===== src/inc/gpio_port_pkg.sv =====
// Package with register map, field positions and reset values of the port.
package gpio_port_pkg;

   // ==========================================================================
   // Widths
   // ==========================================================================
   localparam int PORT_WIDTH = 8;
   localparam int ADDR_WIDTH = 4;
   localparam int DATA_WIDTH = 8;

   // ==========================================================================
   // Register offsets
   // ==========================================================================
   localparam logic [3:0] OFS_DATA_LATCH    = 4'h0;
   localparam logic [3:0] OFS_DIRECTION     = 4'h1;
   localparam logic [3:0] OFS_PULL_ENABLE   = 4'h2;
   localparam logic [3:0] OFS_SLEW_ENABLE   = 4'h3;
   localparam logic [3:0] OFS_DRIVE_SELECT  = 4'h4;
   localparam logic [3:0] OFS_IRQ_STAT_CTRL = 4'h5;
   localparam logic [3:0] OFS_IRQ_PIN_SEL   = 4'h6;
   localparam logic [3:0] OFS_EDGE_POL_SEL  = 4'h7;

   // ==========================================================================
   // Status/control field positions
   // ==========================================================================
   localparam int SC_FLAG_BIT = 3;
   localparam int SC_ACK_BIT  = 2;
   localparam int SC_IE_BIT   = 1;
   localparam int SC_MODE_BIT = 0;

   // ==========================================================================
   // Reset values
   // ==========================================================================
   localparam logic [7:0] RST_BYTE = 8'h00;
   localparam logic       RST_BIT  = 1'b0;

endpackage : gpio_port_pkg


===== src/inc/irq_detect_if.sv =====
// Interface carrying pin samples and configuration to the interrupt detector.
`timescale 1ns/1ps
interface irq_detect_if #(parameter int W = 8);
   logic [W-1:0] pin_level;
   logic [W-1:0] pin_select;
   logic [W-1:0] edge_polarity;
   logic         detect_mode;
   logic         ack_write;
   logic         flag;
   logic         all_deasserted;

   modport ctrl (output pin_level, output pin_select, output edge_polarity,
                 output detect_mode, output ack_write,
                 input flag, input all_deasserted);
   modport det  (input pin_level, input pin_select, input edge_polarity,
                 input detect_mode, input ack_write,
                 output flag, output all_deasserted);
endinterface : irq_detect_if


===== src/port_irq_detect.sv =====
// Interrupt detector: synchronous edge/level detection and the sticky flag.
`timescale 1ns/1ps
module port_irq_detect #(
   parameter int W = 8
) (
   // Clock and reset
   input  wire logic  i_ref_clk,
   input  wire logic  i_rst_b,
   // Detector carrier
   irq_detect_if.det  bus
);
   import gpio_port_pkg::*;

   // ==========================================================================
   // State
   // ==========================================================================
   logic [W-1:0] asserted;
   logic [W-1:0] prev_asserted_ff;
   logic [W-1:0] nxt_prev_asserted;
   logic         flag_ff;
   logic         nxt_flag;
   logic         event_now;

   // A pin counts as asserted at high level when its polarity bit is 1.
   // Unselected pins read as deasserted so they never contribute.
   always_comb begin
      asserted = ~(bus.pin_level ^ bus.edge_polarity) // RULE13
                 & bus.pin_select; // RULE12
      nxt_prev_asserted = asserted;
      // An edge is deasserted in one cycle and asserted in the next.
      event_now = |(asserted & ~prev_asserted_ff); // RULE15
      if (bus.detect_mode) begin
         event_now = event_now | (|asserted); // RULE11
      end
      nxt_flag = flag_ff;
      if (bus.ack_write && (!bus.detect_mode || !(|asserted))) begin
         nxt_flag = RST_BIT; // RULE14
      end
      // Detection wins over a clear in the same cycle.
      if (event_now) begin
         nxt_flag = 1'b1; // RULE17
      end
   end

   // Register stage. Previous samples reset to deasserted, so a pin already
   // asserted when selected gives one false edge; software acks it.
   always_ff @(posedge i_ref_clk or negedge i_rst_b) begin
      if (!i_rst_b) begin
         prev_asserted_ff <= '0;
         flag_ff          <= RST_BIT;
      end else begin
         prev_asserted_ff <= nxt_prev_asserted;
         flag_ff          <= nxt_flag;
      end
   end

   assign bus.flag           = flag_ff;
   assign bus.all_deasserted = ~(|asserted);
endmodule : port_irq_detect


===== src/gpio_port.sv =====
// Eight-pin general-purpose port with pin control and port interrupt.
// ============================================================================
// What this block does
// [RULE1] Direction 0 disables the driver; data reads return the pin level.
// [RULE2] Direction 1 enables the driver; data reads return the latch bit.
// [RULE3] Pull-enable 1 turns on the pin's pull device, but not on outputs.
// [RULE4] The pull is a pull-down only on interrupt pins of rising polarity.
// [RULE5] Each slew bit enables slew control on its pin; no effect on inputs.
// [RULE6] Software always writes the slew setting rather than trust reset.
// [RULE7] Drive bit 0 picks low and 1 high drive; no effect on inputs.
// [RULE8] Status bit 3 is the interrupt flag, set by detection, not writes.
// [RULE9] Status bit 2 is a write-1 acknowledge that always reads 0.
// [RULE10] Status bit 1 gates the interrupt request onto the request output.
// [RULE11] Status bit 0 picks edge-only detection at 0, edge-and-level at 1.
// [RULE12] Only pins whose pin-select bit is 1 take part in the interrupt.
// [RULE13] Polarity 0 sets pull-up and low sense, 1 pull-down and high sense.
// [RULE14] With levels on, ack clears the flag only when no pin is asserted.
// [RULE15] An edge is a deasserted sample and an asserted one a cycle later.
// [RULE16] Writes latch all data bits; reset clears them but drives no pin.
// [RULE17] A detection in the acknowledge cycle keeps the flag set.
// ============================================================================
`timescale 1ns/1ps
module gpio_port #(
   parameter int PINS = gpio_port_pkg::PORT_WIDTH
) (
   // Clock and reset
   input  wire logic                                i_ref_clk,
   input  wire logic                                i_rst_b,
   // Register port
   input  wire logic [gpio_port_pkg::ADDR_WIDTH-1:0] i_addr,
   input  wire logic [gpio_port_pkg::DATA_WIDTH-1:0] i_wdata,
   input  wire logic                                i_wr,
   input  wire logic                                i_rd,
   output logic      [gpio_port_pkg::DATA_WIDTH-1:0] o_rdata,
   // Pins
   input  wire logic [PINS-1:0]                     i_pin,
   output logic      [PINS-1:0]                     o_pin,
   output logic      [PINS-1:0]                     o_pin_oe_b,
   // Pad controls
   output logic      [PINS-1:0]                     o_pull_en,
   output logic      [PINS-1:0]                     o_pull_down,
   output logic      [PINS-1:0]                     o_slew_en,
   output logic      [PINS-1:0]                     o_drive_high,
   // Interrupt request
   output logic                                     o_irq_req
);
   import gpio_port_pkg::*;

   // A register byte carries one bit per pin, so the widths must agree.
   if (PINS != DATA_WIDTH) begin : g_width_check
      $error("PINS must equal the register data width.");
   end

   // ==========================================================================
   // Reset synchroniser
   // ==========================================================================
   logic rst_sync1_ff;
   logic rst_sync2_ff;
   logic rst_b;

   // Release is delayed two edges so all flops leave reset together.
   always_ff @(posedge i_ref_clk or negedge i_rst_b) begin
      if (!i_rst_b) begin
         rst_sync1_ff <= 1'b0;
         rst_sync2_ff <= 1'b0;
      end else begin
         rst_sync1_ff <= 1'b1;
         rst_sync2_ff <= rst_sync1_ff;
      end
   end
   assign rst_b = rst_sync2_ff;

   // ==========================================================================
   // Register file
   // ==========================================================================
   logic [PINS-1:0] data_latch_ff,    nxt_data_latch;
   logic [PINS-1:0] direction_ff,     nxt_direction;
   logic [PINS-1:0] pull_enable_ff,   nxt_pull_enable;
   logic [PINS-1:0] slew_enable_ff,   nxt_slew_enable;
   logic [PINS-1:0] drive_select_ff,  nxt_drive_select;
   logic [PINS-1:0] pin_select_ff,    nxt_pin_select;
   logic [PINS-1:0] edge_polarity_ff, nxt_edge_polarity;
   logic            irq_enable_ff,    nxt_irq_enable;
   logic            detect_mode_ff,   nxt_detect_mode;
   logic [DATA_WIDTH-1:0] rdata_ff,   nxt_rdata;
   logic [DATA_WIDTH-1:0] sc_view;
   logic            ack_write;

   irq_detect_if #(.W(PINS)) det_if ();

   // Write decode is reused by every register, so it lives in a function.
   function automatic logic hit(input logic [ADDR_WIDTH-1:0] a,
                                input logic [3:0] ofs);
      hit = (a == ofs);
   endfunction

   // Next values of all software-written registers.
   always_comb begin
      nxt_data_latch    = data_latch_ff;
      nxt_direction     = direction_ff;
      nxt_pull_enable   = pull_enable_ff;
      nxt_slew_enable   = slew_enable_ff;
      nxt_drive_select  = drive_select_ff;
      nxt_pin_select    = pin_select_ff;
      nxt_edge_polarity = edge_polarity_ff;
      nxt_irq_enable    = irq_enable_ff;
      nxt_detect_mode   = detect_mode_ff;
      if (i_wr) begin
         if (hit(i_addr, OFS_DATA_LATCH)) begin
            nxt_data_latch = i_wdata; // RULE16
         end
         if (hit(i_addr, OFS_DIRECTION)) begin
            nxt_direction = i_wdata;
         end
         if (hit(i_addr, OFS_PULL_ENABLE)) begin
            nxt_pull_enable = i_wdata;
         end
         if (hit(i_addr, OFS_SLEW_ENABLE)) begin
            nxt_slew_enable = i_wdata;
         end
         if (hit(i_addr, OFS_DRIVE_SELECT)) begin
            nxt_drive_select = i_wdata;
         end
         if (hit(i_addr, OFS_IRQ_PIN_SEL)) begin
            nxt_pin_select = i_wdata;
         end
         if (hit(i_addr, OFS_EDGE_POL_SEL)) begin
            nxt_edge_polarity = i_wdata;
         end
         // The flag bit is not writable; only enable and mode are stored.
         if (hit(i_addr, OFS_IRQ_STAT_CTRL)) begin
            nxt_irq_enable  = i_wdata[SC_IE_BIT];
            nxt_detect_mode = i_wdata[SC_MODE_BIT]; // RULE8
         end
      end
   end

   assign ack_write = i_wr && hit(i_addr, OFS_IRQ_STAT_CTRL)
                      && i_wdata[SC_ACK_BIT]; // RULE9

   // Status view: the acknowledge bit is never stored, so it reads as zero.
   always_comb begin
      sc_view              = '0;
      sc_view[SC_FLAG_BIT] = det_if.flag; // RULE8
      sc_view[SC_ACK_BIT]  = 1'b0; // RULE9
      sc_view[SC_IE_BIT]   = irq_enable_ff;
      sc_view[SC_MODE_BIT] = detect_mode_ff;
   end

   // Read mux; data reads mix pin levels and latch by direction.
   always_comb begin
      nxt_rdata = '0;
      if (i_rd) begin
         case (i_addr)
            OFS_DATA_LATCH:    nxt_rdata = (direction_ff & data_latch_ff) |
               (~direction_ff & i_pin); // RULE1 RULE2
            OFS_DIRECTION:     nxt_rdata = direction_ff;
            OFS_PULL_ENABLE:   nxt_rdata = pull_enable_ff;
            OFS_SLEW_ENABLE:   nxt_rdata = slew_enable_ff;
            OFS_DRIVE_SELECT:  nxt_rdata = drive_select_ff;
            OFS_IRQ_STAT_CTRL: nxt_rdata = sc_view;
            OFS_IRQ_PIN_SEL:   nxt_rdata = pin_select_ff;
            OFS_EDGE_POL_SEL:  nxt_rdata = edge_polarity_ff;
            default:           nxt_rdata = '0;
         endcase
      end
   end

   // Register stage; reset makes every pin an input with pulls off.
   always_ff @(posedge i_ref_clk or negedge rst_b) begin
      if (!rst_b) begin
         data_latch_ff    <= RST_BYTE; // RULE16
         direction_ff     <= RST_BYTE;
         pull_enable_ff   <= RST_BYTE;
         slew_enable_ff   <= RST_BYTE;
         drive_select_ff  <= RST_BYTE;
         pin_select_ff    <= RST_BYTE;
         edge_polarity_ff <= RST_BYTE;
         irq_enable_ff    <= RST_BIT;
         detect_mode_ff   <= RST_BIT;
         rdata_ff         <= RST_BYTE;
      end else begin
         data_latch_ff    <= nxt_data_latch;
         direction_ff     <= nxt_direction;
         pull_enable_ff   <= nxt_pull_enable;
         slew_enable_ff   <= nxt_slew_enable;
         drive_select_ff  <= nxt_drive_select;
         pin_select_ff    <= nxt_pin_select;
         edge_polarity_ff <= nxt_edge_polarity;
         irq_enable_ff    <= nxt_irq_enable;
         detect_mode_ff   <= nxt_detect_mode;
         rdata_ff         <= nxt_rdata;
      end
   end

   assign o_rdata = rdata_ff;

   // ==========================================================================
   // Pin and pad control
   // ==========================================================================
   // Pad controls are masked per pin so an input never sees output settings.
   genvar g;
   generate
      for (g = 0; g < PINS; g++) begin : g_pin
         assign o_pin[g]      = data_latch_ff[g];
         assign o_pin_oe_b[g] = ~direction_ff[g]; // RULE1 RULE2
         assign o_pull_en[g]  = pull_enable_ff[g] & ~direction_ff[g]; // RULE3
         assign o_pull_down[g] = pull_enable_ff[g] & ~direction_ff[g]
                                 & pin_select_ff[g]
                                 & edge_polarity_ff[g]; // RULE4 RULE13
         assign o_slew_en[g]    = slew_enable_ff[g] & direction_ff[g]; // RULE5
         assign o_drive_high[g] = drive_select_ff[g]
                                  & direction_ff[g]; // RULE7
      end
   endgenerate

   // ==========================================================================
   // Interrupt detection
   // ==========================================================================
   // Pins are synchronous by contract, so they feed the detector directly.
   assign det_if.pin_level     = i_pin;
   assign det_if.pin_select    = pin_select_ff;
   assign det_if.edge_polarity = edge_polarity_ff;
   assign det_if.detect_mode   = detect_mode_ff;
   assign det_if.ack_write     = ack_write;

   port_irq_detect #(.W(PINS)) u_det (
      .i_ref_clk (i_ref_clk),
      .i_rst_b   (rst_b),
      .bus       (det_if.det)
   );

   assign o_irq_req = det_if.flag & irq_enable_ff; // RULE10
endmodule : gpio_port


===== config.mk =====
export PLATFORM = sky130hd
export DESIGN_NAME = gpio_port
export DESIGN_NICKNAME = d
export VERILOG_FILES = /design/src/inc/gpio_port_pkg.sv /design/src/inc/irq_detect_if.sv /design/src/port_irq_detect.sv /design/src/gpio_port.sv
export SDC_FILE = /design/constraint.sdc
export NUM_CORES = 1
export LEC_CHECK = 0
export BUFFER_PORTS_ARGS = -buffer_cell sky130_fd_sc_hd__buf_2
export CELL_PAD_IN_SITES_DETAIL_PLACEMENT = 1
export CELL_PAD_IN_SITES_GLOBAL_PLACEMENT = 1
export CORE_MARGIN = 2
export CORE_UTILIZATION = 25
export CTS_CLUSTER_SIZE = 24
export DETAILED_ROUTE_END_ITERATION = 10
export GPL_TIMING_DRIVEN = 0
export PLACE_DENSITY_LB_ADDON = 0.1
export RECOVER_POWER = 100
export SLEW_MARGIN = 20
export SYNTH_ARGS = -nofsm -noshare
export SYNTH_HDL_FRONTEND = slang
export SYNTH_HIERARCHICAL = 1
export SYNTH_SLANG_ARGS = --single-unit

===== constraint.sdc =====
create_clock -name i_ref_clk -period 6.2 [get_ports i_ref_clk]
set_input_delay 0.93 -clock i_ref_clk [delete_from_list [all_inputs] [get_ports i_ref_clk]]
set_output_delay 0.93 -clock i_ref_clk [all_outputs]
set_load 0.1 [all_outputs]

==> impl_metrics.yaml <==
run_status:
  status: "complete, but fails checks"
  violations: "max-capacitance violations, max-slew violations"
global_routing:
  grt_first_pass_wirelength_mm: 18.7
  grt_start_max_net_pins: 47
  grt_pass1_vias: 3045
  grtUsageMet2_pct: 25.2
  grt_busiest_layer: "met2"
  grt_util_met1_pct: 21.1
  grt-ovfl-total: 0
  grtUsageMet3_pct: 4.17
  gr-usage-all-layers_pct: 15.6
  antenna_found_initial: 0
final_layout:
  area_delta_synth_final_pct: 20.4
  fill_cells: 1709
  antennaDiodeCount: 0
  postLayoutCellArea_mm2: 0.00463
  fin_nets: 424
  drive_gt1_share_pct: 24.9
clock_tree:
  cts_root_buf: "clkbuf_16"
  clk_pin_slew_ps: 60
  cts_setup_buffers: 0
  clk_latency_ps: 340
  cts_buffer_depth: 2
  cts_resized: 0
  cts-hold-fix-buffers: 0
  cts_num_sinks: 77
  cts_tree: "yes"
  numCtsBuffers: 9
  h-tree-depth: 3
route:
  via_per_inst: 4.70
  vias: 2786
  first_iter_violations: 73
  first_pass_iters: 4
  routed_wl_mm: 12.0
  postRouteAntennaNets: 0
  drcViolationCount: 0
  wl_per_cell_um: 20.2
hold_path:
  min_from: "rst_sync1_ff"
  min_path_cells: 0
  worstHoldPathType: "flip-flop to flip-flop"
  hold_end: "rst_b"
setup_path:
  worstPathArrival_ps: 4420
  worstReg2RegStart: "rst_b"
  r2r-end: "det_if.edge_polarity[0]"
  cp_slowest_cell: "nor4_1"
  critPathMaxFanout: 9
  path_cells: "buf_6 -> nor4_1 -> nand2_4 -> mux2_2"
  path_class: "primary input to flip-flop"
  reg2reg_depth: 1
  startpoint_type: "primary input"
  crit_path_end_kind: "flip-flop"
  critPathRequiredTime_ps: 6420
  critPathLaunch: "i_addr[1]"
  regToRegSetupSlack_ps: 2600
  max_stage_delay_ps: 2410
sta:
  tightest_slew_ps: 3070
  period_needed_ps: 4200
  hold_viol: 0
  setup_slack_ps: 2000
  fin_hold_ws_ps: 353
  relSlewSlack_pct: -107
  fin_tns_setup_ps: 0
  skew_ps: 6.93
  rsz0062_at_grt: "false"
  setup_viol: 0
  timing.fmax_mhz: 238
  slew_violations: 67
  min_period_over_period_pct: 67.8
logic_synthesis:
  netlist_instances: 311
  yosys_warnings: 6
  syn-num-nets: 335
  synth_area_mm2: 0.00384
  postSynthAreaPerCell_um2: 12.4
power_and_ir_drop:
  ir_drop_mv: 0.166
  p_leak_nw: 2.04
  power_density_mw_per_mm2: 444
job:
  cap_violations: 3
placed_design:
  place_congestion: 0.715
  dpl_worst_slack_ps: 3450
  postPlaceCellArea_mm2: 0.00449
  io_buffers: 77
  dp_hpwl_mm: 8.34
floorplanning:
  die_w_um: 128
  coreArea_mm2: 0.0151
  rows: 45
  initial_core_util_pct: 25.5
  ios: 81
  die_h_um: 128
  dieArea_mm2: 0.0164
[power by group]
part | total [mW] | internal [mW] | switching [mW]
Combinational | 0.794 | 0.175 | 0.619
Sequential | 0.708 | 0.606 | 0.102
Clock | 0.551 | 0.344 | 0.207
[placed cells by master, fill, tap and decap left out, types with 9 or more instances in the layout]
master,count
nor2b_1,10
dfrtp_1,77
inv_1,13
mux2_2,64
and2_1,19
clkbuf_1,70
nand2_1,13
buf_2,16
clkbuf_16,9
mux2i_1,17
and3_1,10
[per-stage QoR]
stage          instances  power, mW  utilization [%]
6_report             593       2.05             30.7
4_1_cts              593       2.11             31.8
2_1_floorplan        311       1.38                -
5_1_grt              593       2.16             30.7
3_3_place_gp         576       1.54             29.6
3_5_place_dp         577       1.55             29.8
[how the worst max path moves through the flow]
stage / slack (ps) / depth (start not counted) / end
floorplan: 2530 / 2 / o_pull_down[0]
global placement: 2750 / 0 / slew_enable_ff[0]
detailed placement: 3450 / 6 / slew_enable_ff[1]
CTS: 3600 / 3 / o_pull_down[4]
global route: 1830 / 1 / slew_enable_ff[0]
finish: 2000 / 4 / o_pin[7]
[critical path: cells and delay by family]
kind | cells | cell delay (ps)
buffers and inverters | 1 | 120
AND/OR/NAND/NOR | 2 | 2910
multiplexers | 1 | 450
[cell type report]
cell class              count  area [um^2]  share of cell area [%]
flip-flops and latches     77         1930                    41.7
multi-input cells         212         1750                    37.8
repair buffers             78          309                    6.68
clock buffers              13          270                    5.84
well taps                 188          235                    5.09
inverters                  13         48.8                    1.05
plain buffers               9         45.0                   0.974
clock inverters             3         42.5                   0.920
[state kept, by name, indices dropped and copies added (netlist names), 8 cells and up]
signal	flops
det_if.edge_polarity	8
det_if.pin_select	8
direction_ff	8
drive_select_ff	8
o_pin	8
o_rdata	8
pull_enable_ff	8
slew_enable_ff	8
u_det/prev_asserted_ff	8
[per-layer routing]
layer / routed length (um) / vias to the layer above
met2: 5640 / 65
li1: - / 1300
met1: 5680 / 1412
met4: 110 / 0
met5: 0 / -
met3: 525 / 9
Power figures use the tool's default switching activity.
